$ cat src/hdl/wide_load_pkg.sv
// constants, states and selectors of the sixteen-bit load executor
package wide_load_pkg;
  // prefix and opcode bytes
  localparam logic [7:0]  PFX_X       = 8'hDD;
  localparam logic [7:0]  PFX_Y       = 8'hFD;
  localparam logic [7:0]  PFX_E       = 8'hED;
  localparam logic [7:0]  OP_IDX_IMM  = 8'h21;
  localparam logic [7:0]  OP_LD_DIR   = 8'h2A;
  localparam logic [7:0]  OP_ST_DIR   = 8'h22;
  localparam logic [7:0]  OP_RFR      = 8'h4F;
  // opcode field layouts
  localparam logic [1:0]  GRP_IMM     = 2'h0;
  localparam logic [1:0]  GRP_ED_LS   = 2'h1;
  localparam logic [3:0]  LOW_IMM     = 4'h1;
  localparam logic [3:0]  LOW_ED_LD   = 4'hB;
  localparam logic [3:0]  LOW_ED_ST   = 4'h3;
  // clock states per machine cycle
  localparam logic [2:0]  T_FETCH     = 3'h4;
  localparam logic [2:0]  T_MEM       = 3'h3;
  localparam logic [2:0]  T_EXT       = 3'h1;
  // clock states per instruction
  localparam logic [4:0]  TOT_NOP     = 5'h04;
  localparam logic [4:0]  TOT_RFR     = 5'h09;
  localparam logic [4:0]  TOT_IMM     = 5'h0A;
  localparam logic [4:0]  TOT_IDX_IMM = 5'h0E;
  localparam logic [4:0]  TOT_HL      = 5'h10;
  localparam logic [4:0]  TOT_ED      = 5'h14;
  // register selector codes
  localparam logic [2:0]  SEL_FIRST   = 3'h0;
  localparam logic [2:0]  SEL_THIRD   = 3'h2;
  localparam logic [2:0]  SEL_IX      = 3'h4;
  localparam logic [2:0]  SEL_IY      = 3'h5;
  // reset values
  localparam logic [15:0] PC_RST      = 16'h0000;
  localparam logic [15:0] WORD_RST    = 16'h0000;
  localparam logic [7:0]  BYTE_RST    = 8'h00;

  typedef enum logic [3:0] {
    ST_FETCH, ST_FETCH2, ST_EXT, ST_OPLO, ST_OPHI, ST_DLO, ST_DHI, ST_WLO, ST_WHI
  } state_t;

  typedef enum logic [1:0] {PFX_NONE, PFX_IDX_X, PFX_IDX_Y, PFX_EXT} pfx_t;
endpackage

$ cat src/hdl/wide_load_instr_exec.sv
// fetch, decode and execution of the refresh load and sixteen-bit loads
`timescale 1ns/1ps
// Behaviour
// - The prefixed refresh load copies the accumulator into refresh in 4+5 states, flags kept.
// - Pair field 00/01/10/11 picks first, second, third pair or stack pointer; immediate load takes 10 states.
// - Of any 16-bit operand the first byte fetched is the low half, the next the high half.
// - Prefix DD with opcode 21 loads index_x with the following word in 4 cycles, 14 states.
// - Prefix FD with opcode 21 loads index_y with the following word in 4 cycles, 14 states.
// - Opcode 2A loads third_pair low from the address and high from address+1 in 16 states.
// - The prefixed direct load of a selected pair reads low then high byte in 20 states.
// - Prefix DD with opcode 2A loads index_x from address and address+1 in 20 states.
// - Prefix FD with opcode 2A loads index_y from address and address+1 in 6 cycles.
// - Opcode 22 stores third_pair low to the address and high to address+1 in 16 states.
// - The prefixed direct store writes the selected pair low then high, same pair coding.
// - The prefixed direct store takes 6 cycles of 20 states and keeps the flags.
module wide_load_instr_exec (
  // clock and reset
  input  wire logic        clk_in,
  input  wire logic        rst_n_in,
  // memory cycles
  output logic      [15:0] mem_addr_out,
  output logic             mem_rd_out,
  output logic             mem_wr_out,
  output logic      [7:0]  mem_wdata_out,
  input  wire logic [7:0]  mem_rdata_in,
  // core side
  input  wire logic [7:0]  acc_in,
  input  wire logic        flags_wr_in,
  input  wire logic [7:0]  flags_in,
  // register state
  output logic      [15:0] first_pair_out,
  output logic      [15:0] second_pair_out,
  output logic      [15:0] third_pair_out,
  output logic      [15:0] stack_pointer_out,
  output logic      [15:0] index_x_out,
  output logic      [15:0] index_y_out,
  output logic      [7:0]  refresh_out,
  output logic      [7:0]  flags_out,
  output logic             instr_done_out
);
  wide_load_pkg::state_t st_r, st_nxt;
  wide_load_pkg::pfx_t   pfx_r, pfx_nxt, dec_pfx;
  logic [7:0]  op_r, lo_r, refresh_r, flags_r, wdata_r, wd_nxt;
  logic [15:0] pc_r, ea_r, ea_nxt, addr_r, rp_r [0:5];
  logic        rd_r, wr_r, done_r, reg_we, tick;
  logic [2:0]  len_nxt, sel;

  tstate_timer u_timer (
    .clk_in   (clk_in),
    .rst_n_in (rst_n_in),
    .len_in   (len_nxt),
    .last_out (tick)
  );

  // decode
  wire        in_fetch  = (st_r == wide_load_pkg::ST_FETCH);
  wire        code_rd   = in_fetch || st_r == wide_load_pkg::ST_FETCH2 ||
                          st_r == wide_load_pkg::ST_OPLO || st_r == wide_load_pkg::ST_OPHI;
  wire [7:0]  dec_op    = (in_fetch || st_r == wide_load_pkg::ST_FETCH2) ? mem_rdata_in : op_r;
  assign dec_pfx = in_fetch ? wide_load_pkg::PFX_NONE : pfx_r;
  wire        is_prefix = in_fetch && (mem_rdata_in == wide_load_pkg::PFX_X ||
                          mem_rdata_in == wide_load_pkg::PFX_Y || mem_rdata_in == wide_load_pkg::PFX_E);
  wire        no_pfx    = (dec_pfx == wide_load_pkg::PFX_NONE);
  wire        is_ed     = (dec_pfx == wide_load_pkg::PFX_EXT);
  wire        is_idx    = (dec_pfx == wide_load_pkg::PFX_IDX_X) || (dec_pfx == wide_load_pkg::PFX_IDX_Y);
  wire        imm_pair  = no_pfx && dec_op[7:6] == wide_load_pkg::GRP_IMM &&
                          dec_op[3:0] == wide_load_pkg::LOW_IMM;
  wire        imm_idx   = is_idx && dec_op == wide_load_pkg::OP_IDX_IMM;
  wire        ld_hl     = no_pfx && dec_op == wide_load_pkg::OP_LD_DIR;
  wire        st_hl     = no_pfx && dec_op == wide_load_pkg::OP_ST_DIR;
  wire        ld_ed     = is_ed && dec_op[7:6] == wide_load_pkg::GRP_ED_LS &&
                          dec_op[3:0] == wide_load_pkg::LOW_ED_LD;
  wire        st_ed     = is_ed && dec_op[7:6] == wide_load_pkg::GRP_ED_LS &&
                          dec_op[3:0] == wide_load_pkg::LOW_ED_ST;
  wire        ld_idx    = is_idx && dec_op == wide_load_pkg::OP_LD_DIR;
  wire        st_idx    = is_idx && dec_op == wide_load_pkg::OP_ST_DIR;
  wire        rfr       = is_ed && dec_op == wide_load_pkg::OP_RFR;
  wire        is_imm    = imm_pair || imm_idx;
  wire        is_ld     = ld_hl || ld_ed || ld_idx;
  wire        need_word = is_imm || is_ld || st_hl || st_ed || st_idx;
  // pair select field, third pair for the unprefixed direct forms
  assign sel = is_idx ? ((dec_pfx == wide_load_pkg::PFX_IDX_X) ? wide_load_pkg::SEL_IX
                                                                 : wide_load_pkg::SEL_IY)
             : (ld_hl || st_hl) ? wide_load_pkg::SEL_THIRD : {1'b0, dec_op[5:4]};
  wire [15:0] sel_word  = rp_r[sel];
  wire [15:0] word      = {mem_rdata_in, lo_r};
  wire [15:0] pc_nxt    = code_rd ? 16'(pc_r + 16'h0001) : pc_r;
  wire        nxt_code  = st_nxt == wide_load_pkg::ST_FETCH || st_nxt == wide_load_pkg::ST_FETCH2 ||
                          st_nxt == wide_load_pkg::ST_OPLO || st_nxt == wide_load_pkg::ST_OPHI;
  wire        nxt_wr    = st_nxt == wide_load_pkg::ST_WLO || st_nxt == wide_load_pkg::ST_WHI;
  wire [15:0] addr_nxt  = nxt_code ? pc_nxt : ea_nxt;
  wire        rd_nxt    = !nxt_wr && st_nxt != wide_load_pkg::ST_EXT;
  wire        instr_end = tick && st_nxt == wide_load_pkg::ST_FETCH;

  // machine cycle sequencing
  always_comb begin
    st_nxt  = st_r;
    pfx_nxt = pfx_r;
    len_nxt = wide_load_pkg::T_MEM;
    ea_nxt  = ea_r;
    wd_nxt  = wdata_r;
    reg_we  = 1'b0;
    case (st_r)
      wide_load_pkg::ST_FETCH: begin
        pfx_nxt = wide_load_pkg::PFX_NONE;
        if (is_prefix) begin
          st_nxt  = wide_load_pkg::ST_FETCH2;
          len_nxt = wide_load_pkg::T_FETCH;
          pfx_nxt = (mem_rdata_in == wide_load_pkg::PFX_X) ? wide_load_pkg::PFX_IDX_X :
                    (mem_rdata_in == wide_load_pkg::PFX_Y) ? wide_load_pkg::PFX_IDX_Y :
                                                             wide_load_pkg::PFX_EXT;
        end else if (need_word) begin
          st_nxt = wide_load_pkg::ST_OPLO;
        end else begin
          len_nxt = wide_load_pkg::T_FETCH;
        end
      end
      wide_load_pkg::ST_FETCH2: begin
        if (rfr) begin
          st_nxt  = wide_load_pkg::ST_EXT;
          len_nxt = wide_load_pkg::T_EXT;
        end else if (need_word) begin
          st_nxt = wide_load_pkg::ST_OPLO;
        end else begin
          st_nxt  = wide_load_pkg::ST_FETCH;
          len_nxt = wide_load_pkg::T_FETCH;
        end
      end
      wide_load_pkg::ST_OPLO: st_nxt = wide_load_pkg::ST_OPHI;
      wide_load_pkg::ST_OPHI: begin
        ea_nxt = word;
        if (is_imm) begin
          reg_we  = 1'b1;
          st_nxt  = wide_load_pkg::ST_FETCH;
          len_nxt = wide_load_pkg::T_FETCH;
        end else if (is_ld) begin
          st_nxt = wide_load_pkg::ST_DLO;
        end else begin
          st_nxt = wide_load_pkg::ST_WLO;
          wd_nxt = sel_word[7:0];
        end
      end
      wide_load_pkg::ST_DLO: begin
        st_nxt = wide_load_pkg::ST_DHI;
        ea_nxt = 16'(ea_r + 16'h0001);
      end
      wide_load_pkg::ST_DHI: begin
        reg_we  = 1'b1;
        st_nxt  = wide_load_pkg::ST_FETCH;
        len_nxt = wide_load_pkg::T_FETCH;
      end
      wide_load_pkg::ST_WLO: begin
        st_nxt = wide_load_pkg::ST_WHI;
        ea_nxt = 16'(ea_r + 16'h0001);
        wd_nxt = sel_word[15:8];
      end
      default: begin
        st_nxt  = wide_load_pkg::ST_FETCH;
        len_nxt = wide_load_pkg::T_FETCH;
      end
    endcase
  end

  always_ff @(posedge clk_in or negedge rst_n_in) begin
    if (!rst_n_in) begin
      st_r    <= wide_load_pkg::ST_FETCH;
      pfx_r   <= wide_load_pkg::PFX_NONE;
      pc_r    <= wide_load_pkg::PC_RST;
      ea_r    <= wide_load_pkg::WORD_RST;
      addr_r  <= wide_load_pkg::PC_RST;
      rd_r    <= 1'b1;
      wr_r    <= 1'b0;
      wdata_r <= wide_load_pkg::BYTE_RST;
    end else if (tick) begin
      st_r    <= st_nxt;
      pfx_r   <= pfx_nxt;
      pc_r    <= pc_nxt;
      ea_r    <= ea_nxt;
      addr_r  <= addr_nxt;
      rd_r    <= rd_nxt;
      wr_r    <= nxt_wr;
      wdata_r <= wd_nxt;
    end
  end

  // data capture and register file
  always_ff @(posedge clk_in or negedge rst_n_in) begin
    if (!rst_n_in) begin
      op_r      <= wide_load_pkg::BYTE_RST;
      lo_r      <= wide_load_pkg::BYTE_RST;
      refresh_r <= wide_load_pkg::BYTE_RST;
      for (int i = 0; i < 6; i++) begin
        rp_r[i] <= wide_load_pkg::WORD_RST;
      end
    end else if (tick) begin
      if (st_r == wide_load_pkg::ST_FETCH || st_r == wide_load_pkg::ST_FETCH2) op_r <= mem_rdata_in;
      if (st_r == wide_load_pkg::ST_OPLO || st_r == wide_load_pkg::ST_DLO) lo_r <= mem_rdata_in;
      if (st_r == wide_load_pkg::ST_EXT) refresh_r <= acc_in;
      if (reg_we) rp_r[sel] <= word;
    end
  end

  // flags are owned by the core, untouched here
  always_ff @(posedge clk_in or negedge rst_n_in) begin
    if (!rst_n_in) begin
      flags_r <= wide_load_pkg::BYTE_RST;
      done_r  <= 1'b0;
    end else begin
      if (flags_wr_in) flags_r <= flags_in;
      done_r <= instr_end;
    end
  end

  assign mem_addr_out      = addr_r;
  assign mem_rd_out        = rd_r;
  assign mem_wr_out        = wr_r;
  assign mem_wdata_out     = wdata_r;
  assign first_pair_out    = rp_r[0];
  assign second_pair_out   = rp_r[1];
  assign third_pair_out    = rp_r[2];
  assign stack_pointer_out = rp_r[3];
  assign index_x_out       = rp_r[4];
  assign index_y_out       = rp_r[5];
  assign refresh_out       = refresh_r;
  assign flags_out         = flags_r;
  assign instr_done_out    = done_r;

  // clock states since the instruction began
  logic [4:0] tcnt_r;
  always_ff @(posedge clk_in or negedge rst_n_in) begin
    if (!rst_n_in) tcnt_r <= 5'h00;
    else tcnt_r <= instr_end ? 5'h00 : 5'(tcnt_r + 5'h01);
  end
  wire [4:0] tdone = 5'(tcnt_r + 5'h01);
endmodule // wide_load_instr_exec

$ cat src/hdl/tstate_timer.sv
// clock-state counter marking the last state of each machine cycle
`timescale 1ns/1ps
module tstate_timer (
  // clock and reset
  input  wire logic       clk_in,
  input  wire logic       rst_n_in,
  // length of the next machine cycle
  input  wire logic [2:0] len_in,
  // last clock state of the current machine cycle
  output wire logic       last_out
);
  logic [2:0] cnt_r;

  assign last_out = (cnt_r == 3'h1);

  always_ff @(posedge clk_in or negedge rst_n_in) begin
    if (!rst_n_in) begin
      cnt_r <= wide_load_pkg::T_FETCH;
    end else begin
      cnt_r <= last_out ? len_in : 3'(cnt_r - 3'h1);
    end
  end
endmodule // tstate_timer

$ cat config.mk
export PLATFORM = sky130hd
export DESIGN_NAME = wide_load_instr_exec
export DESIGN_NICKNAME = d
export VERILOG_FILES = /design/src/hdl/wide_load_pkg.sv /design/src/hdl/wide_load_instr_exec.sv /design/src/hdl/tstate_timer.sv
export SDC_FILE = /design/constraint.sdc
export NUM_CORES = 1
export LEC_CHECK = 0
export ABC_AREA = 1
export BUFFER_PORTS_ARGS = -buffer_cell sky130_fd_sc_hd__buf_2
export CAP_MARGIN = 20
export CORE_UTILIZATION = 60
export CTS_CLUSTER_DIAMETER = 100
export CTS_CLUSTER_SIZE = 8
export DETAILED_ROUTE_END_ITERATION = 16
export GPL_ROUTABILITY_DRIVEN = 0
export GPL_TIMING_DRIVEN = 0
export PLACE_DENSITY = 0.87
export SYNTH_ARGS = -nofsm -noshare
export SYNTH_HDL_FRONTEND = slang
export SYNTH_SLANG_ARGS = --single-unit
$ cat constraint.sdc
create_clock -name clk_in -period 6.7 [get_ports clk_in]
set_input_delay 1.34 -clock clk_in [delete_from_list [all_inputs] [get_ports clk_in]]
set_output_delay 1.34 -clock clk_in [all_outputs]
set_load 0.02 [all_outputs]
==> impl_metrics.tcl <==
set metrics [dict create \
    yosys.area.top_type "dfrtp_1" \
    cp-start-kind "flip-flop" \
    finalCritPeriodShare 0.528 \
    cts_hold_buf 0 \
    synth_edf_count 0 \
    antenna_found_initial 0 \
    relSlewSlack 0.571 \
    wirelength_um 29000 \
    cap_violations 0 \
    drv_slew 0 \
    core_um2 15800 \
    clkSinkCount 196 \
    start_util 0.614 \
    max_clock_freq_ghz 0.283 \
    grt-ovfl-total 0 \
    critical_path.max_fanout 10 \
    cts_setup_buffers 0 \
    via_per_inst 5.99 \
    die_y_um 129 \
    finClkSkew_ns 0.0109 \
    pwr_density_cell_nw_per_um2 332 \
    syn_nets 1253 \
    post_cts_resized 0 \
    finalSetupViolCount 0 \
    hold_path_class "reg2reg" \
    endpoint_kind "flip-flop" \
    violations "design-rule violations" \
    ys_seq_area_frac 0.505 \
    fin_crit_ns 3.53 \
    first_pass_iters 13 \
    syn_to_final_growth_pct 18.1 \
    synth_top_area_share 0.500 \
    clock_insertion_delay_worst_skew_ns 0.45 \
    grt_pass1_wl_um 46300 \
    synthesis.area_um2 9710 \
    dp_hpwl_um 20600 \
    clk_pin_slew_ns 0.08 \
    outcome "complete, but fails checks" \
    io_pins 166 \
    wl_per_cell_um 17.8 \
    synth_cell_types 37 \
    portBuffers 164 \
    layout_setup_ws_ns 3.17 \
    tns_ns 0 \
    synth-main-ff-cell "dfrtp_1" \
    hold_viol 0 \
    worst_pin_slew_ns 0.643 \
    antenna_cells 0 \
    cts_tree "built" \
    drtIter0Drc 1278 \
    place_ws_ns 3.03 \
    cts_max_level 4 \
    ir_drop_mv 0.213 \
    fin_nets 1437 \
    cts_made_buffers 17 \
    rsz0062_at_grt "no" \
    core.rowCount 46 \
    die_width_um 129 \
    clock_path_buffers 2 \
    ant_nets 0 \
    synthArstFlopShare 1.00 \
    drive_above_1_share 0.184 \
    power.leakage_nw 5.91 \
    yosys-top-cells-area "dfrtp_1 50%, nand2_1 14%, o21ai_0 7.0%" \
    drc 1 \
    ys_warn_count 0 \
    ys_ff_latch 196 \
    grt_pass1_vias 9288 \
    grt_max_degree 127 \
    syn_avg_cell_area_um2 7.97 \
    vias 9774 \
    synthCells 1219 \
    worst-setup-path-type "reg2reg" \
    grt_usage 0.363 \
    critPathRequiredTime_ns 7.01 \
    crit_arrival_ns 3.84 \
    root_buffer "clkbuf_16" \
    dieArea_um2 16700 \
]
## per-stage QoR
stage | hold WS (ns) | power, W | area (µm²) | cells | util
global placement | 0.454 | 0.00265 | 10800 | 1599 | 0.683
floorplan | 0.452 | 0.00232 | 9710 | 1219 | -
global route | 0.495 | 0.00401 | 11500 | 1632 | 0.724
CTS | 0.481 | 0.00379 | 11500 | 1632 | 0.724
finish | 0.478 | 0.00381 | 11500 | 1632 | 0.724
detailed placement | 0.461 | 0.00270 | 10800 | 1600 | 0.685
## kinds of logic after synthesis
group | synth area share
AO/OA/AOI/OAI | 0.144
XOR/XNOR | 0.0135
adder cells (fa/ha/maj) | 0.00902
buffers and inverters | 0.0656
flip-flops | 0.505
multiplexers | 0.0196
AND/OR/NAND/NOR | 0.243
## cell usage in the layout, fill, tap and decap left out, types with 14 or more instances in the layout
cell	n
nand3_1	73
o21ai_0	135
nand2_1	358
o21ai_1	91
clkbuf_16	17
a21oi_1	14
mux2_2	16
buf_2	183
inv_1	89
dfrtp_1	194
nand4_1	27
nor2_1	74
clkbuf_1	32
## synth_stat cells (11+ instances only)
master / instances
dfrtp_1: 194
nand2_1: 358
clkbuf_1: 31
o22ai_1: 12
mux2_2: 16
nor2_1: 74
o21ai_1: 91
buf_2: 20
o21ai_0: 135
xor2_1: 11
inv_1: 89
a21oi_1: 14
nor3_1: 13
nand3_1: 73
nand4_1: 27
## where the power goes
| group | internal, W | switching [W] |
|---|---|---|
| Combinational | 0.000378 | 0.000878 |
| Clock | 0.000616 | 0.000474 |
| Sequential | 0.00135 | 0.000114 |
| Total | 0.00235 | 0.00147 |
## layer usage
metal | vias to the layer above | GRT usage | routed length, µm
met5 | - | 0 | 0
met4 | 0 | 0.185 | 1330
met3 | 131 | 0.0727 | 2880
met2 | 684 | 0.567 | 13400
met1 | 4571 | 0.484 | 11400
li1 | 4388 | - | -
## final timing paths
| path | startpoint | endpoint | slack (ns) | depth (start not counted) |
|---|---|---|---|---|
| min in group asynchronous | rst_n_in | op_r[1]$_DFFE_PN0P_ | 0.84 | 1 |
| worst min register to register | mem_addr_out[3]$_DFFE_PN0P_ | mem_addr_out[3]$_DFFE_PN0P_ | 0.48 | 2 |
| worst max-delay path | st_r[3]$_DFFE_PN0P_ | third_pair_out[11]$_DFFE_PN0P_ | 3.17 | 15 |
| worst max register to register | st_r[3]$_DFFE_PN0P_ | third_pair_out[11]$_DFFE_PN0P_ | 3.17 | 15 |
| max in group asynchronous | rst_n_in | index_y_out[10]$_DFFE_PN0P_ | 4.87 | 2 |
| worst min-delay path | mem_addr_out[3]$_DFFE_PN0P_ | mem_addr_out[3]$_DFFE_PN0P_ | 0.48 | 2 |
## critical path, stage by stage (launching register included)
cell and delay, ns:
dfrtp_1 0.44, nor2_4 0.22, inv_1 0.09, nor2_2 0.27, inv_1 0.14, nand2_1 0.13, ha_1 0.30, buf_1 0.27
nor2_4 0.31, nand2_1 0.12, inv_2 0.15, buf_2 0.25, nand2_1 0.16, clkbuf_1 0.31, nand2_1 0.12, o21ai_0 0.11
## final cells by class
cell class	count	area, µm²
plain buffers	59	273
clock buffers	20	457
clock inverters	12	169
fillers	1202	4360
inverters	97	364
multi-input cells	867	4170
flip-flops and latches	196	4910
well taps	216	270
repair buffers	165	858
(Power assumes the default switching activity.)
